### src/pkg/bfp_pkg.sv
// Package of constants and types for the bus-loss fail-safe positioner
package bfp_pkg;
    // ------------------------------------------------------------
    // Timing
    // ------------------------------------------------------------
    localparam int unsigned CLK_HZ = 10_000_000; // System clock rate
    localparam int unsigned FRAME_TIME_NS = 52_000; // One frame slot
    // Frame slot in cycles, rounded down
    localparam int unsigned FRAME_CYC = (FRAME_TIME_NS * (CLK_HZ / 1_000_000)) / 1000;
    localparam int unsigned LOST_FRAMES = 25000; // Silent frames to bus loss
    // ------------------------------------------------------------
    // Motion constants
    // ------------------------------------------------------------
    localparam logic [10:0] NO_SAFE_POS = 11'h400; // Disables safe move
    localparam logic [15:0] CONFIRM_STEPS = 16'h000A; // Ten full steps
    localparam logic [15:0] HALF_RANGE_STEPS = 16'h4000; // Half travel
    // ------------------------------------------------------------
    // Register map and fields
    // ------------------------------------------------------------
    localparam logic [7:0] ADDR_STATUS = 8'h00;
    localparam logic [7:0] ADDR_SAFE_POS = 8'h04;
    localparam logic [7:0] ADDR_TARGET = 8'h08;
    localparam logic [7:0] ADDR_IRQ_STAT = 8'h0C;
    localparam logic [7:0] ADDR_IRQ_MASK = 8'h10;
    localparam int ST_BIT_LOST = 0;
    localparam int ST_BIT_REF = 1;
    localparam int ST_BIT_STRAP = 2;
    localparam int ST_BIT_BUSY = 3;
    localparam int ST_BIT_SLEEP = 4;
    localparam int ST_BIT_STOP = 5;
    localparam int IRQ_LOST = 0; // Bus-lost event
    localparam int IRQ_DONE = 1; // Fail-safe sequence finished
    localparam int IRQ_STRAP = 2; // Strap went floating
    localparam logic [2:0] IRQ_MASK_RST = 3'h0;
    localparam logic [10:0] SAFE_POS_RST = 11'h400;
    // ------------------------------------------------------------
    // Types
    // ------------------------------------------------------------
    typedef enum logic [3:0] {
        ST_BOOT, ST_IDLE, ST_ABS, ST_REF, ST_ZERO, ST_CONFIRM, ST_STOP, ST_SLEEP
    } bfp_state_e;
    // Programmed configuration bits
    typedef struct packed {
        logic sleep_allow;
        logic safe_motion;
        logic shaft;
        logic [10:0] safe_pos;
    } bfp_otp_s;
    // Command to the motion core
    typedef struct packed {
        logic req;
        logic absolute;
        logic negative;
        logic otp_params;
        logic [15:0] steps;
    } bfp_move_s;
    // Whole state of the positioner
    typedef struct packed {
        bfp_state_e state;
        logic [9:0] frame_div;
        logic [14:0] frame_cnt;
        logic bus_lost;
        logic seen_frame;
        logic referenced;
        logic cause_strap;
        logic startup_case;
        logic issued;
        logic strap_s1;
        logic strap_s2;
        logic strap_q;
        logic [10:0] safe_pos;
        logic [15:0] target_position;
        bfp_move_s move;
        logic pos_zero;
        logic park_sleep;
        logic park_stop;
        logic [2:0] irq_stat;
        logic [2:0] irq_mask;
        logic irq;
        logic pready;
        logic pslverr;
        logic [31:0] prdata;
    } bfp_regs_s;
endpackage

### src/hdl/bfp_positioner.sv
// Bus-loss supervisor and autonomous fail-safe positioning sequencer
`timescale 1ns/1ps
`default_nettype none

module bfp_positioner #(
    parameter int unsigned LOST_FRAMES = bfp_pkg::LOST_FRAMES // Shorten in simulation
) (
    // Clock and reset
    input wire logic clk_sys,
    input wire logic rst_b,
    // APB slave
    input wire logic psel,
    input wire logic penable,
    input wire logic pwrite,
    input wire logic [7:0] paddr,
    input wire logic [31:0] pwdata,
    output logic [31:0] prdata,
    output logic pready,
    output logic pslverr,
    // Frame decoder and command events
    input wire logic frame_valid,
    input wire logic dual_position_cmd,
    input wire logic zero_position_cmd,
    // Programmed configuration
    input wire bfp_pkg::bfp_otp_s otp,
    // Strap pin, floating detector output
    input wire logic address_strap_two,
    // Motion core handshake
    input wire logic motion_done,
    input wire logic stall_hit,
    output bfp_pkg::bfp_move_s move,
    output logic [15:0] target_position,
    output logic pos_zero,
    // Supervisor status
    output logic bus_lost,
    output logic sleep_req,
    output logic stop_req,
    output logic irq
);

    // ------------------------------------------------------------
    // State
    // ------------------------------------------------------------
    bfp_pkg::bfp_regs_s r; // Registered state
    bfp_pkg::bfp_regs_s next_r; // Next state
    logic apb_access; // Access phase not yet answered
    logic apb_commit; // Access phase answered: write lands now
    logic lost_evt; // Bus loss detected this cycle
    logic strap_rise; // Strap just went floating

    // Safe position enables a move
    function automatic logic safe_valid(input logic [10:0] pos);
        return pos != bfp_pkg::NO_SAFE_POS;
    endfunction

    // Sign-extend the safe position into a target
    function automatic logic [15:0] safe_target(input logic [10:0] pos);
        return {{5{pos[10]}}, pos};
    endfunction

    // Parking state at the end of a sequence
    function automatic bfp_pkg::bfp_state_e park(input logic allow, input logic strap,
                                                input logic lost);
        // Strap cause or live bus forbids sleep
        if (allow && !strap && lost) begin
            return bfp_pkg::ST_SLEEP;
        end
        return bfp_pkg::ST_STOP;
    endfunction

    // ------------------------------------------------------------
    // Next-state logic
    // ------------------------------------------------------------
    always_comb begin
        next_r = r;
        next_r.move.req = 1'b0;
        next_r.pos_zero = 1'b0;
        next_r.pready = 1'b0;
        next_r.pslverr = 1'b0;
        lost_evt = 1'b0;
        // Strap synchroniser; the second stage and its one-cycle delayed copy are read
        next_r.strap_s1 = address_strap_two;
        next_r.strap_s2 = r.strap_s1;
        next_r.strap_q = r.strap_s2;
        strap_rise = r.strap_s2 && !r.strap_q;
        apb_access = psel && penable && !r.pready;
        apb_commit = psel && penable && pwrite && r.pready;

        // APB first, so hardware sets below win over clears
        if (apb_access) begin
            next_r.pready = 1'b1;
            next_r.prdata = 32'h0000_0000;
            unique case (paddr)
                bfp_pkg::ADDR_STATUS: begin
                    next_r.prdata[bfp_pkg::ST_BIT_LOST] = r.bus_lost;
                    next_r.prdata[bfp_pkg::ST_BIT_REF] = r.referenced;
                    next_r.prdata[bfp_pkg::ST_BIT_STRAP] = r.strap_s2;
                    next_r.prdata[bfp_pkg::ST_BIT_BUSY] = r.state inside {bfp_pkg::ST_ABS,
                        bfp_pkg::ST_REF, bfp_pkg::ST_ZERO, bfp_pkg::ST_CONFIRM};
                    next_r.prdata[bfp_pkg::ST_BIT_SLEEP] = r.park_sleep;
                    next_r.prdata[bfp_pkg::ST_BIT_STOP] = r.park_stop;
                end
                bfp_pkg::ADDR_SAFE_POS: begin
                    next_r.prdata[10:0] = r.safe_pos;
                end
                bfp_pkg::ADDR_TARGET: begin
                    next_r.prdata[15:0] = r.target_position;
                end
                bfp_pkg::ADDR_IRQ_STAT: begin
                    next_r.prdata[2:0] = r.irq_stat;
                end
                bfp_pkg::ADDR_IRQ_MASK: begin
                    next_r.prdata[2:0] = r.irq_mask;
                end
                default: begin
                    // Unmapped: error, read zero
                    next_r.pslverr = 1'b1;
                end
            endcase
        end

        // A write lands only at the edge where the master sees pready
        if (apb_commit) begin
            unique case (paddr)
                bfp_pkg::ADDR_SAFE_POS: begin
                    // Master may update the working copy
                    next_r.safe_pos = pwdata[10:0];
                end
                bfp_pkg::ADDR_IRQ_STAT: begin
                    // Write one to clear
                    next_r.irq_stat = r.irq_stat & ~pwdata[2:0];
                end
                bfp_pkg::ADDR_IRQ_MASK: begin
                    next_r.irq_mask = pwdata[2:0];
                end
                default: begin
                    // Read-only or unmapped: nothing to store
                end
            endcase
        end

        // Frame slot timer and silence counter
        if (frame_valid) begin
            next_r.frame_div = 10'h000;
            next_r.frame_cnt = 15'h0000;
            next_r.seen_frame = 1'b1;
            next_r.bus_lost = 1'b0;
        end else if (r.frame_div == 10'(bfp_pkg::FRAME_CYC - 1)) begin
            next_r.frame_div = 10'h000;
            if (!r.bus_lost) begin
                if (r.frame_cnt == 15'(LOST_FRAMES - 1)) begin
                    next_r.bus_lost = 1'b1;
                    lost_evt = 1'b1;
                end else begin
                    next_r.frame_cnt = r.frame_cnt + 15'h0001;
                end
            end
        end else begin
            next_r.frame_div = r.frame_div + 10'h001;
        end

        // Referenced by dual positioning or zeroing command
        if (dual_position_cmd || zero_position_cmd) begin
            next_r.referenced = 1'b1;
        end

        // Fail-safe sequencer
        unique case (r.state)
            bfp_pkg::ST_BOOT: begin
                // Nine MSBs only; two LSBs read zero
                next_r.safe_pos = {otp.safe_pos[10:2], 2'b00};
                next_r.state = bfp_pkg::ST_IDLE;
            end
            bfp_pkg::ST_IDLE, bfp_pkg::ST_STOP, bfp_pkg::ST_SLEEP: begin
                // A parked unit wakes when frames return
                if (r.state != bfp_pkg::ST_IDLE && frame_valid) begin
                    next_r.state = bfp_pkg::ST_IDLE;
                end else if (r.state == bfp_pkg::ST_IDLE && (lost_evt || strap_rise)) begin
                    next_r.cause_strap = !lost_evt;
                    next_r.startup_case = !r.seen_frame;
                    next_r.issued = 1'b0;
                    if (!r.seen_frame) begin
                        // Lost at or before power-up
                        if (otp.safe_motion && safe_valid(r.safe_pos)) begin
                            next_r.state = bfp_pkg::ST_REF;
                        end else if (!otp.safe_motion && safe_valid(r.safe_pos)) begin
                            next_r.state = bfp_pkg::ST_ABS;
                        end else begin
                            next_r.state = park(otp.sleep_allow, !lost_evt, next_r.bus_lost);
                        end
                    end else if (r.referenced) begin
                        // Safe-motion bit plays no part here
                        if (safe_valid(r.safe_pos)) begin
                            next_r.state = bfp_pkg::ST_ABS;
                        end else begin
                            next_r.state = park(otp.sleep_allow, !lost_evt, next_r.bus_lost);
                        end
                    end else if (otp.safe_motion && safe_valid(r.safe_pos)) begin
                        next_r.state = bfp_pkg::ST_REF;
                    end else begin
                        next_r.state = park(otp.sleep_allow, !lost_evt, next_r.bus_lost);
                    end
                    if (next_r.state inside {bfp_pkg::ST_STOP, bfp_pkg::ST_SLEEP}) begin
                        next_r.irq_stat[bfp_pkg::IRQ_DONE] = 1'b1;
                    end
                end
            end
            bfp_pkg::ST_ABS: begin
                // Absolute move to the working safe position
                if (!r.issued) begin
                    next_r.issued = 1'b1;
                    next_r.target_position = safe_target(r.safe_pos);
                    next_r.move.req = 1'b1;
                    next_r.move.absolute = 1'b1;
                    next_r.move.negative = r.safe_pos[10] ^ otp.shaft;
                    next_r.move.otp_params = 1'b1;
                    next_r.move.steps = 16'h0000;
                end else if (motion_done) begin
                    next_r.issued = 1'b0;
                    // Live frame now forbids sleep
                    next_r.state = park(otp.sleep_allow, r.cause_strap, next_r.bus_lost);
                    next_r.irq_stat[bfp_pkg::IRQ_DONE] = 1'b1;
                end
            end
            bfp_pkg::ST_REF: begin
                // Negative half-range run, ended by stall
                if (!r.issued) begin
                    next_r.issued = 1'b1;
                    next_r.move.req = 1'b1;
                    next_r.move.absolute = 1'b0;
                    next_r.move.negative = !otp.shaft;
                    next_r.move.otp_params = 1'b1;
                    next_r.move.steps = bfp_pkg::HALF_RANGE_STEPS;
                end else if (stall_hit || motion_done) begin
                    next_r.issued = 1'b0;
                    next_r.state = bfp_pkg::ST_ZERO;
                end
            end
            bfp_pkg::ST_ZERO: begin
                // End-stop is the new origin
                next_r.pos_zero = 1'b1;
                next_r.referenced = 1'b1;
                if (r.startup_case) begin
                    // Start-up goes straight on to the safe move
                    next_r.state = safe_valid(r.safe_pos) ? bfp_pkg::ST_ABS :
                        park(otp.sleep_allow, r.cause_strap, next_r.bus_lost);
                end else begin
                    next_r.state = bfp_pkg::ST_CONFIRM;
                end
            end
            bfp_pkg::ST_CONFIRM: begin
                // Ten more steps into the stop to be sure
                if (!r.issued) begin
                    next_r.issued = 1'b1;
                    next_r.move.req = 1'b1;
                    next_r.move.absolute = 1'b0;
                    next_r.move.negative = !otp.shaft;
                    next_r.move.otp_params = 1'b1;
                    next_r.move.steps = bfp_pkg::CONFIRM_STEPS;
                end else if (stall_hit || motion_done) begin
                    next_r.issued = 1'b0;
                    next_r.state = safe_valid(r.safe_pos) ? bfp_pkg::ST_ABS :
                        park(otp.sleep_allow, r.cause_strap, next_r.bus_lost);
                end
            end
            default: begin
                next_r.state = bfp_pkg::ST_IDLE;
            end
        endcase

        // Sticky events set last so they win over a clear
        if (lost_evt) begin
            next_r.irq_stat[bfp_pkg::IRQ_LOST] = 1'b1;
        end
        if (strap_rise) begin
            next_r.irq_stat[bfp_pkg::IRQ_STRAP] = 1'b1;
        end
        next_r.park_sleep = next_r.state == bfp_pkg::ST_SLEEP;
        next_r.park_stop = next_r.state == bfp_pkg::ST_STOP;
        next_r.irq = |(next_r.irq_stat & next_r.irq_mask);
    end

    // ------------------------------------------------------------
    // State register
    // ------------------------------------------------------------
    always_ff @(posedge clk_sys or negedge rst_b) begin
        if (!rst_b) begin
            r <= '0;
            r.state <= bfp_pkg::ST_BOOT;
            r.safe_pos <= bfp_pkg::SAFE_POS_RST;
            r.irq_mask <= bfp_pkg::IRQ_MASK_RST;
        end else begin
            r <= next_r;
        end
    end

    // Outputs straight from the state register
    assign prdata = r.prdata;
    assign pready = r.pready;
    assign pslverr = r.pslverr;
    assign move = r.move;
    assign target_position = r.target_position;
    assign pos_zero = r.pos_zero;
    assign bus_lost = r.bus_lost;
    assign sleep_req = r.park_sleep;
    assign stop_req = r.park_stop;
    assign irq = r.irq;

    // ------------------------------------------------------------
    // Checks
    // ------------------------------------------------------------
    chk_lost_count: assert property (@(posedge clk_sys) disable iff (!rst_b)
        (!frame_valid && !r.bus_lost && r.frame_cnt == 15'(LOST_FRAMES - 1)
         && r.frame_div == 10'(bfp_pkg::FRAME_CYC - 1)) |=> r.bus_lost && r.irq_stat[0])
        else $error("bus loss not flagged at frame limit");
    chk_frame_clear: assert property (@(posedge clk_sys) disable iff (!rst_b)
        frame_valid |=> r.frame_cnt == 15'h0000 && !r.bus_lost)
        else $error("valid frame did not clear silence count");
    chk_sleep_allow: assert property (@(posedge clk_sys) disable iff (!rst_b)
        $rose(r.park_sleep) |-> otp.sleep_allow && r.bus_lost)
        else $error("sleep entered without permission");
    chk_strap_sleep: assert property (@(posedge clk_sys) disable iff (!rst_b)
        r.cause_strap && r.state != bfp_pkg::ST_IDLE |-> !r.park_sleep)
        else $error("strap-caused fail-safe entered sleep");
    chk_ref_gate: assert property (@(posedge clk_sys) disable iff (!rst_b)
        (r.state != bfp_pkg::ST_REF ##1 r.state == bfp_pkg::ST_REF)
        |-> $past(otp.safe_motion) && safe_valid($past(r.safe_pos)))
        else $error("reference run without safe-motion");
    chk_abs_copy: assert property (@(posedge clk_sys) disable iff (!rst_b)
        r.state == bfp_pkg::ST_ABS && !r.issued
        |=> r.move.req && r.move.absolute && r.target_position == safe_target($past(r.safe_pos)))
        else $error("safe position not copied to target");
    chk_skip_safe: assert property (@(posedge clk_sys) disable iff (!rst_b)
        r.state == bfp_pkg::ST_ABS && !r.issued |-> safe_valid(r.safe_pos))
        else $error("secure move issued for disabled position");
    chk_zero_confirm: assert property (@(posedge clk_sys) disable iff (!rst_b)
        r.state == bfp_pkg::ST_ZERO && !r.startup_case
        |=> r.pos_zero && r.referenced ##1 r.move.req && r.move.steps == 16'h000A)
        else $error("zeroing or confirm move missing");
    chk_boot_load: assert property (@(posedge clk_sys) disable iff (!rst_b)
        r.state == bfp_pkg::ST_BOOT |=> r.safe_pos == {$past(otp.safe_pos[10:2]), 2'b00})
        else $error("startup safe position load wrong");
    chk_irq_level: assert property (@(posedge clk_sys) disable iff (!rst_b)
        r.irq == |(r.irq_stat & r.irq_mask))
        else $error("interrupt line disagrees with status");
    chk_apb_answer: assert property (@(posedge clk_sys) disable iff (!rst_b)
        psel && penable && !pready |=> pready)
        else $error("access phase not answered after one wait state");
    chk_ref_dir: assert property (@(posedge clk_sys) disable iff (!rst_b)
        r.state == bfp_pkg::ST_REF && !r.issued
        |=> r.move.req && !r.move.absolute && r.move.negative == !otp.shaft && r.move.otp_params)
        else $error("reference run issued with wrong direction");
    chk_abs_dir: assert property (@(posedge clk_sys) disable iff (!rst_b)
        r.state == bfp_pkg::ST_ABS && !r.issued
        |=> r.move.negative == ($past(r.safe_pos[10]) ^ otp.shaft))
        else $error("secure move issued with wrong direction");

endmodule // bfp_positioner

`default_nettype wire

### config.mk
export PLATFORM = sky130hd
export DESIGN_NAME = bfp_positioner
export DESIGN_NICKNAME = d
export VERILOG_FILES = /design/src/pkg/bfp_pkg.sv /design/src/hdl/bfp_positioner.sv
export SDC_FILE = /design/constraint.sdc
export NUM_CORES = 1
export LEC_CHECK = 0
export BUFFER_PORTS_ARGS = -buffer_cell sky130_fd_sc_hd__buf_4
export CORE_MARGIN = 2
export CORE_UTILIZATION = 53
export DETAILED_ROUTE_END_ITERATION = 7
export PLACE_DENSITY = 0.8
export RECOVER_POWER = 100
export SLEW_MARGIN = 5
export SYNTH_ARGS = -nofsm -noshare
export SYNTH_HDL_FRONTEND = slang
export SYNTH_SLANG_ARGS = --single-unit
export TNS_END_PERCENT = 30
### constraint.sdc
create_clock -name clk_sys -period 2.9 [get_ports clk_sys]
set_clock_uncertainty 0.2 [all_clocks]
set_input_delay 0.58 -clock clk_sys [delete_from_list [all_inputs] [get_ports clk_sys]]
set_output_delay 0.58 -clock clk_sys [all_outputs]
set_load 0.05 [all_outputs]
# After elaboration in Yosys (flattened, before gate mapping)
# Index checks and enable logic that the tools add are counted.
dict set report totals {
  ff_bits 108
  in_bits 65
  out_inout_bits 75
  elab_cells 205
}
dict set report classes {
  add_sub_neg 2
  n_eq_ne 26
  n_mux 100
  n_bitwise 6
  reduce_logical 43
}
# operator count
set ops {}
lappend ops {{4-bit 2-to-1 mux} 28}
lappend ops {{20-bit 2-to-1 mux} 3}
lappend ops {{20-bit one-hot mux with 3 select lines} 1}
lappend ops {{1-bit 2-to-1 mux} 49}
lappend ops {{34-bit 2-to-1 mux} 1}
lappend ops {{11-bit 2-to-1 mux} 3}
lappend ops {{4-bit by 3-bit equality test with 1-bit output, second input constant} 8}
lappend ops {{16-bit 2-to-1 mux} 2}
lappend ops {{26-bit 2-to-1 mux} 1}
lappend ops {{4-bit one-hot mux with 5 select lines} 1}
lappend ops {{8-bit by 4-bit equality test with 1-bit output, second input constant} 2}
lappend ops {{15-bit by 1-bit adder with 15-bit output, second input constant} 1}
lappend ops {{15-bit equality test, second input constant} 1}
lappend ops {{15-bit 2-to-1 mux} 1}
lappend ops {{3-bit one-hot mux with 5 select lines} 1}
lappend ops {{2-bit != test, second input constant} 7}
lappend ops {{1-bit logical AND} 13}
lappend ops {{11-bit != test, second input constant} 1}
lappend ops {{10-bit by 1-bit adder with 10-bit output, second input constant} 1}
lappend ops {{10-bit equality test, second input constant} 1}
lappend ops {{10-bit 2-to-1 mux} 1}
lappend ops {{5-bit one-hot mux with 2 select lines} 1}
lappend ops {{2-bit nonzero test} 5}
lappend ops {{3-bit one-hot mux with 3 select lines} 1}
lappend ops {{other kinds (26)} 43}

# Depth between registers and ports, before layout
# Gate-level depths: netlist (run 1).
dict set report depth {
  ltp_word 29
  ltp_mapped 9
}

# Worst setup path after synthesis (run 1)
# OpenSTA, ideal clock, no wires.
dict set report synth_path {
  path_type {input -> register}
  from {in paddr[1]}
  to {reg r, in the netlist irq}
  setup_ps 126
  arrival_ps 2019
  required_ps 2574
  path_slack_ps 555
  cell_stages 6
  path_cell_list {nor4_4 and4b_1 and2b_1 mux2_2 o21a_1 a221o_1}
}
# element line_no
set synth_rtl {}
lappend synth_rtl {{from (decl)} bfp_positioner.sv:15} ;# input wire logic [7:0] paddr,
lappend synth_rtl {{to (signal assigned)} bfp_positioner.sv:293} ;# r <= next_r;
lappend synth_rtl {{to (decl)} bfp_positioner.sv:44} ;# bfp_pkg::bfp_regs_s r;

# Final worst setup path (run 1)
dict set report layout_path {
  from {reg r[127] (netlist bit)}
  to {reg r, in the netlist target_position[5]}
}
dict set report layout_between {
  elab_chain_cells 2
}
# element line_no
set layout_lines {}
lappend layout_lines {{4-bit by 2-bit equality test with 1-bit output} bfp_positioner.sv:168} ;# unique case (r.state)
lappend layout_lines {{2-bit AND reduction (no source line)} -}
# No other way between the ends.
# A chain may end at the register's enable or synchronous reset.

==> results of run 1 <==
-- worst min path at each step --
stage / end / cells after the start
floorplan: bus_lost$_DFF_PN0_ / 0
global placement: next_r[91]$_DFF_PN0_ / 0
detailed placement: next_r[91]$_DFF_PN0_ / 0
CTS: next_r[92]$_DFF_PN0_ / 1
global route: next_r[92]$_DFF_PN0_ / 1
finish: next_r[92]$_DFF_PN0_ / 1
-- cell type report --
type                    instances  area [sq um]  share of cell area [%]
inverters                      10          37.5                   0.707
well taps                     129           161                    3.04
clock buffers                   9           124                    2.33
repair buffers                 94           515                    9.70
multi-input cells             346          2160                    40.6
clock inverters                 7          65.1                    1.22
flip-flops and latches         90          2250                    42.4
-- power by group through the flow --
stage	combinational, mW	clock (mW)	sequential, mW
floorplan	1.01	0	1.56
global placement	1.10	0	1.64
detailed placement	1.12	0	1.66
CTS	1.13	0.821	1.63
global route	1.10	0.881	1.66
finish	1.03	0.806	1.63
-- cell usage in the layout (no fill, tap or decap), types with 16 or more instances in the layout --
master	instances
buf_4	39
a21oi_1	18
nand2_1	45
nand3_1	16
conb_1	30
mux2i_1	20
nor2_1	40
dfrtp_1	89
o21ai_0	34
clkbuf_1	50
-- sequential cells by signal, summed over array words and instances (netlist names) --
name / flops
r: 52
prdata: 12
target_position: 11
move: 6
next_r: 2
bus_lost: 1
irq: 1
pos_zero: 1
pready: 1
pslverr: 1
sleep_req: 1
stop_req: 1
-- what timing repair did --
action                                 in CTS  in global routing
endpoints found under the hold margin      35                  0
gates resized for setup                     0                  0
hold buffers                                1                  0
-- per-stage QoR --
| stage | std cells | instance area [sq um] | hold WS [ps] | utilization, % | worst slack [ps] |
|---|---|---|---|---|---|
| 2_1_floorplan | 535 | 5150 | 84.4 | - | 555 |
| 3_3_place_gp | 668 | 5380 | 132 | 58.2 | 338 |
| 3_5_place_dp | 668 | 5380 | 138 | 58.2 | 288 |
| 4_1_cts | 685 | 5580 | 106 | 60.3 | 533 |
| 5_1_grt | 685 | 5310 | 128 | 57.5 | 145 |
| 6_report | 685 | 5310 | 139 | 57.5 | 354 |
-- worst max-delay path, delay by kind of cell (launching register included) --
kind	cells	cell delay [ps]
buf+inv	1	630
mux	1	420
simple gates	2	610
flops	1	560
-- cells by family after synthesis --
kind of cell / share of synthesized area [%]
flops: 44.7
buf+inv: 13.4
mux: 7.10
simple gates: 19.7
compound gates: 11.9
fa+ha+maj: 0.497
other cells: 0.0744
xor+xnor: 2.61
-- layer usage --
metal,GRT usage (%),up-vias,part of all wire [%]
li1,-,1755,-
met1,29.2,1832,45
met2,33.9,137,49
met3,3.66,13,5.5
met4,6.03,0,1.3
met5,0,-,0
==> qor.txt, run 1 <==
Final ANT Viol Nets: 0
Crit Path Class: reg2reg
ys flop type: dfrtp_1
Max rail drop VDD: 320 uV
CP max stage delay: 630 ps
Synth top area share: 44.2%
first-pass GRT wire length: 17.0 mm
crit path launch type: flip-flop
GP Congestion: 0.893
Leak: 2.36 nW
Critical-path top delay cell: clkbuf_1
Initial Utilization: 54.5%
Rel. slew slack: 34.8%
Final period util: 87.8%
TritonCTS buffer count: 9
Crit path arrival time: 2600 ps
Filler cells: 857
setup slack, reg-to-reg: 350 ps
Reg power frac: 47.1%
Clk pwr share: 23.3%
fmax: 0.393 GHz
Clock Root Buffer: clkbuf_8
Antenna diodes: 0
fin nets: 618
synth unique cells: 69
top post-synthesis cells by count: 89 x dfrtp_1, 70 x buf_4, 45 x nand2_1
All-Layer GR Usage: 21.0%
Ys Warns: 0
worst hold start: address_strap_two
Clock Sinks: 90
most frequent cell after synthesis: dfrtp_1
status: finished clean
worst setup path start: r[127]$_DFF_PN0_
area grow syn2layout: 5.44%
Comb pwr share: 29.6%
sw frac: 41.6%
GR Overflow Total: 0
synth top area cells: dfrtp_1 44%, buf_4 10%, mux2i_1 4.0%, nand2_1 3.4%, mux2_2 3.1%
DIE AREA: 10300 sq um
Final Hold Viols: 0
max-cap violations: 0
Post-synth EDFFs: 0
Mapped Cells: 506
Post-Route WL: 10.7 mm
Worst Setup EP: target_position[5]$_DFFE_PN0P_
deepest clock path buffer count: 2
Sw Pwr: 1.44 mW
HP Class: in2reg
worst-margin pin slew: 978 ps
async set or reset register ratio after synthesis: 100%
worst r2r src: r[127]$_DFF_PN0_
H-tree depth: 3
pwr/cell area: 652 nW/um^2
Port-buffer cells: 87
reg2reg path depth: 4
CP required: 2950 ps
initial antenna violation count: 0
crit-path max FO: 17
synthesis-stage register bit count: 90
Worst setup EP type: flip-flop
cell area after synthesis: 5040 sq um
RSZ-0062 raised after global routing: false
RR Endpoint: target_position[5]$_DFFE_PN0P_
CP Cell Sequence: nor4b_1 -> nor2b_1 -> clkbuf_1 -> mux2_2
detailed-route via count: 3737
# setup viols final: 0
vias in the first global route: 3513
Detailed Place HPWL: 7.96 mm
initial drt markers: 182
clk slew on worst S/H paths: 90 ps
syn avg cell area: 9.96 sq um
minimum clock period: 2550 ps
CTS tree: built
DR DRC count: 0
largest net degree at the start of global routing: 42
Setup TNS Final: 0 ps
Placeable Area: 9240 sq um
Max Slew Vio Count: 0
clk_lat worst skew: 370 ps
Int Pwr: 2.02 mW
Ports: 140
DRT Pass-1 Iters: 5
Die X: 102 um
WL/cell: 15.6 um
row cnt: 35
layout cells sized above 1: 15.6%
Yosys top cell by area: dfrtp_1
Pwr Total: 3.46 mW
sequential area share after synthesis: 44.7%
Die Y-Extent: 102 um
Post-CTS Setup Inserts: 0
routed vias/inst: 5.46
No activity file was read; power rests on OpenSTA's default activity.
==> run 2: changes to the inputs <==
--- a/config.mk
+++ b/config.mk
@@ -5,11 +5,11 @@
 export SDC_FILE = /design/constraint.sdc
 export NUM_CORES = 1
 export LEC_CHECK = 0
-export BUFFER_PORTS_ARGS = -buffer_cell sky130_fd_sc_hd__buf_4
 export CORE_MARGIN = 2
-export CORE_UTILIZATION = 53
+export CORE_UTILIZATION = 64
 export DETAILED_ROUTE_END_ITERATION = 7
-export PLACE_DENSITY = 0.8
+export DONT_BUFFER_PORTS = 1
+export PLACE_DENSITY = 0.79
 export RECOVER_POWER = 100
 export SLEW_MARGIN = 5
 export SYNTH_ARGS = -nofsm -noshare
==> qor.txt, run 2 (synthesis results as in run 1) <==
HP Class: in2reg
Final Hold Viols: 0 (unchanged)
Placeable Area: 7690 sq um (-17%)
first-pass GRT wire length: 15.7 mm (-7.8%)
detailed-route via count: 3367 (-9.9%)
dpl cell area: 4700 sq um (-13%)
fin nets: 533 (-14%)
crit path launch type: flip-flop
initial antenna violation count: 0 (unchanged)
Setup TNS Final: 0 ps (unchanged)
minimum clock period: 2610 ps (+61.2 ps)
crit-path max FO: 9 (-8)
Leak: 2.15 nW (-9.0%)
DRT Pass-1 Iters: 4 (-1)
Detailed Place HPWL: 7.05 mm (-11%)
setup slack, reg-to-reg: 340 ps (about the same)
Max rail drop VDD: 305 uV (-4.9%)
Port-buffer cells: 0 (-100%)
vias in the first global route: 3224 (-8.2%)
post_cts resized: 0 (unchanged)
number of flip-flops in the largest register: 52 (unchanged)
DR DRC count: 0 (unchanged)
area grow syn2layout: -3.23%
TritonCTS buffer count: 9 (unchanged)
pwr/cell area: 693 nW/um^2 (+6.4%)
DIE AREA: 8600 sq um (-17%)
Final ANT Viol Nets: 0 (unchanged)
CP required: 2120 ps (-830 ps)
clk slew on worst S/H paths: 100 ps (about the same)
Initial Utilization: 65.5% (+11 points)
Max Slew Vio Count: 0 (unchanged)
Post-Route WL: 9.77 mm (-8.3%)
Critical-path top delay cell: buf_2
layout cells sized above 1: 11.9% (-3.8 points)
CP max stage delay: 1100 ps (+470 ps)
Final period util: 89.9% (+2.1 points)
Crit Path Class: reg2out
Rel. slew slack: 1.11% (-34 points)
largest net degree at the start of global routing: 91 (+120%)
CP Buf/Inv Count: 1 (unchanged)
GP Congestion: 0.858 (-3.8%)
fin area: 4880 sq um (-8.2%)
CP delay by family, top: buffers and inverters
WL/cell: 17.1 um (+9.6%)
fmax: 0.384 GHz (-2.3%)
Die X: 92.7 um (-8.6%)
most frequent cells in the layout: 87 x dfrtp_1, 45 x nand2_1, 39 x nor2_1
status: finished clean
Die Y-Extent: 92.7 um (-8.6%)
Clock Sinks: 90 (unchanged)
H-tree depth: 3 (unchanged)
All-Layer GR Usage: 23.3% (+2.4 points)
Post-CTS Setup Inserts: 0 (unchanged)
Crit path arrival time: 1830 ps (-770 ps)
CP Cell Sequence: buf_2
leading cell type in the layout, fill and taps excluded: dfrtp_1
CTS tree: built
row cnt: 32 (-8.6%)
Clock Root Buffer: clkbuf_8
routed vias/inst: 5.88 (+7.7%)
Antenna diodes: 0 (unchanged)
max-cap violations: 0 (unchanged)
clk_lat worst skew: 370 ps (about the same)
GR Overflow Total: 0 (unchanged)
Filler cells: 607 (-29%)
Largest Register: r
# setup viols final: 0 (unchanged)
Ports: 140 (unchanged)
Worst setup EP type: output port
worst-margin pin slew: 1480 ps (+506 ps)
hold buffer count at cts: 2 (+1)
initial drt markers: 193 (+6.0%)
deepest clock path buffer count: 2 (unchanged)
RSZ-0062 raised after global routing: false
## run 2: cell count changes in the layout (fill, tap and decap cells not counted), moves of 2 or more
cell	change
buf_4	-36
clkbuf_1	-47
dfrtp_1	-2
dfrtp_2	+2
## run 2: power breakdown
part,switching [mW],internal (mW)
combinational,0.433,0.214
clock,0.453,0.402
sequential,0.462,1.42
## run 2: area by class of cell
type	count	area [sq um]	area share [%]
clock buffer	10	128	2.62
inverter	10	37.5	0.770
multi-input combinational	346	2200	45.2
sequential	90	2260	46.3
tap	102	128	2.62
timing repair buffer	9	57.6	1.18
clock inverter	6	67.6	1.39
## run 2: per-stage QoR
stage | util (%) | hold WS (ps) | setup slack (ps) | cells | total power [mW]
floorplan | - | 84.4 | 555 | 535 | 2.57
global placement | 61.1 | 86.2 | 460 | 555 | 2.50
detailed placement | 61.1 | 86.2 | 397 | 555 | 2.53
CTS | 64.2 | 26.5 | 542 | 573 | 3.40
global route | 63.4 | 13.2 | 226 | 573 | 3.56
finish | 63.4 | 41.0 | 293 | 573 | 3.38
## run 2: routing by layer
| metal | part of all wire, % | routed length (um) | GRT usage [%] | vias up |
|---|---|---|---|---|
| li1 | - | - | - | 1592 |
| met1 | 42 | 4080 | 29.3 | 1635 |
| met2 | 48 | 4710 | 37.3 | 118 |
| met3 | 7.6 | 738 | 8.38 | 22 |
| met4 | 2.4 | 236 | 8.58 | 0 |
| met5 | 0 | 0 | 0 | - |
## run 2: final timing paths
path,endpoint,cells after the start,startpoint
setup reg to reg,target_position[0]$_DFFE_PN0P_,4,r[127]$_DFF_PN0_
hold / removal,next_r[92]$_DFF_PN0_,0,address_strap_two
min in group asynchronous,r[84]$_DFFE_PN0P_,2,rst_b
max in group asynchronous,prdata[14]$_DFFE_PN0P_,2,rst_b
setup / recovery,target_position[11],1,target_position[10]$_DFFE_PN0P_
hold reg to reg,next_r[91]$_DFF_PN0_,0,next_r[92]$_DFF_PN0_
## run 2: worst register-to-register path: cells and delay by family (launching register included)
kind	cells	cell delay (ps)
buffers and inverters	1	660
muxes	1	430
and+or+nand+nor	2	590
DFF	1	560
==> run 3: changes to the inputs <==
--- a/config.mk
+++ b/config.mk
@@ -6,10 +6,11 @@
 export NUM_CORES = 1
 export LEC_CHECK = 0
 export CORE_MARGIN = 2
-export CORE_UTILIZATION = 64
+export CORE_UTILIZATION = 65
+export CTS_BUF_LIST = sky130_fd_sc_hd__clkbuf_4 sky130_fd_sc_hd__clkbuf_8
 export DETAILED_ROUTE_END_ITERATION = 7
 export DONT_BUFFER_PORTS = 1
-export PLACE_DENSITY = 0.79
+export PLACE_DENSITY = 0.8
 export RECOVER_POWER = 100
 export SLEW_MARGIN = 5
 export SYNTH_ARGS = -nofsm -noshare
==> qor.txt, run 3 (synthesis results as in run 1) <==
status: complete, but fails checks
failing checks: capacitance limit, slew limit
Rel. slew slack: -10.7% (-12 points)
RSZ-0062 raised after global routing: false
fmax: 0.367 GHz (-4.3%)
pwr/cell area: 701 nW/um^2 (+1.1%)
CP Buf/Inv Count: 1 (unchanged)
row cnt: 32 (unchanged)
Die X: 92.0 um (-0.74%)
Leak: 2.15 nW (-0.15%)
Post-CTS Setup Inserts: 0 (unchanged)
DR DRC count: 0 (unchanged)
# setup viols final: 0 (unchanged)
largest net degree at the start of global routing: 91 (unchanged)
Ports: 140 (unchanged)
most frequent cells in the layout: 87 x dfrtp_1, 45 x nand2_1, 40 x nor2_1
CTS tree: built
GR Overflow Total: 0 (unchanged)
Pwr Total: 3.40 mW (+0.63%)
Port-buffer cells: 0 (unchanged)
initial drt markers: 216 (+12%)
number of flip-flops in the largest register: 52 (unchanged)
first-pass GRT wire length: 15.9 mm (+1.1%)
WP depth: 1 (unchanged)
worst hold start: address_strap_two
Final Hold Viols: 0 (unchanged)
CP delay by family, top: buffers and inverters
Crit Path Class: reg2out
Detailed Place HPWL: 7.02 mm (-0.45%)
Hold Path End: next_r[92]$_DFF_PN0_
Die Y-Extent: 92.0 um (-0.74%)
Placeable Area: 7610 sq um (-1.0%)
clk slew on worst S/H paths: 100 ps (about the same)
Max Slew Vio Count: 3 (+3)
Post-Route WL: 9.63 mm (-1.4%)
reg2reg path depth: 7 (+3)
Worst setup EP type: output port
DRT Pass-1 Iters: 4 (unchanged)
Clock Sinks: 90 (unchanged)
Largest Register: r
minimum clock period: 2730 ps (+118 ps)
CP max stage delay: 1200 ps (+100 ps)
DIE AREA: 8470 sq um (-1.5%)
Critical-path top delay cell: clkbuf_2
Initial Utilization: 66.2% (+0.69 points)
TritonCTS buffer count: 9 (unchanged)
vias in the first global route: 3175 (-1.5%)
Filler cells: 612 (+0.82%)
Final ANT Viol Nets: 0 (unchanged)
detailed-route via count: 3376 (+0.27%)
WL/cell: 16.8 um (-1.3%)
DP Worst Slack: 428 ps (+30.9 ps)
setup ws final: 174 ps (-118 ps)
Clock Root Buffer: clkbuf_8
HP Class: in2reg
layout cells sized above 1: 11.3% (-0.61 points)
leading cell type in the layout, fill and taps excluded: dfrtp_1
Final period util: 94.0% (+4.1 points)
crit-path max FO: 8 (-1)
clk_lat worst skew: 360 ps (about the same)
All-Layer GR Usage: 23.5% (+0.16 points)
H-tree depth: 3 (unchanged)
Hold Path Depth: 0 (unchanged)
GP Congestion: 0.917 (+6.8%)
deepest clock path buffer count: 2 (unchanged)
max-cap violations: 1 (+1)
crit path launch type: flip-flop
Crit path arrival time: 1950 ps (+120 ps)
Setup TNS Final: 0 ps (unchanged)
worst-margin pin slew: 1660 ps (+177 ps)
fin nets: 532 (-0.19%)
Antenna diodes: 0 (unchanged)
routed vias/inst: 5.90 (+0.44%)
Max rail drop VDD: 291 uV (-4.5%)
CP required: 2120 ps (about the same)
initial antenna violation count: 1 (+1)
RR Endpoint: irq$_DFF_PN0_
CP Cell Sequence: clkbuf_2
area grow syn2layout: -3.68%
setup slack, reg-to-reg: 260 ps (-80 ps)
worst r2r src: bus_lost$_DFF_PN0_
## run 3: layer usage
layer	track usage (%)	vias to the layer above	wire, um
met5	0	-	13
met4	7.59	2	131
met3	5.26	14	587
met2	38.9	94	4800
met1	30.9	1683	4100
li1	-	1583	-
## run 3: per-stage QoR
stage | hold WS [ps] | utilization, % | instances | instance area [sq um]
floorplan | 84.4 | - | 535 | 5150
global placement | 86.3 | 61.7 | 554 | 4690
detailed placement | 86.1 | 61.7 | 554 | 4690
CTS | 40.1 | 64.8 | 572 | 4930
global route | 32.4 | 63.8 | 572 | 4850
finish | 45.8 | 63.8 | 572 | 4850
## run 3: where the power goes
| part | total [mW] | switching, mW | leakage, nW | internal, mW |
|---|---|---|---|---|
| sequential | 1.89 | 0.473 | 1.19 | 1.42 |
| clock | 0.869 | 0.464 | 0.104 | 0.405 |
| combinational | 0.643 | 0.430 | 0.858 | 0.212 |
## run 3: area by class of cell
type | count | area (sq um) | share of cell area [%]
tap | 102 | 128 | 2.63
timing repair buffer | 8 | 50.0 | 1.03
multi-input combinational | 346 | 2180 | 45.0
clock buffer | 9 | 124 | 2.55
inverter | 10 | 37.5 | 0.773
sequential | 90 | 2260 | 46.5
clock inverter | 7 | 75.1 | 1.55
## run 3: repair_timing
| action | in CTS | in global routing |
|---|---|---|
| hold buffers | 2 | 0 |
| hold endpoints to repair | 90 | 0 |
| resized for setup | 0 | 0 |
## run 3: worst max path at each step
stage                                     from                  end  slack, ps
3_5_place_dp                          paddr[1]        irq$_DFF_PN0_        430
4_1_cts                     r[100]$_DFFE_PN0P_        irq$_DFF_PN0_        510
3_3_place_gp                          paddr[1]        irq$_DFF_PN0_        470
2_1_floorplan                         paddr[1]        irq$_DFF_PN0_        550
6_report       target_position[10]$_DFFE_PN0P_  target_position[13]        170
5_1_grt        target_position[10]$_DFFE_PN0P_  target_position[12]        120
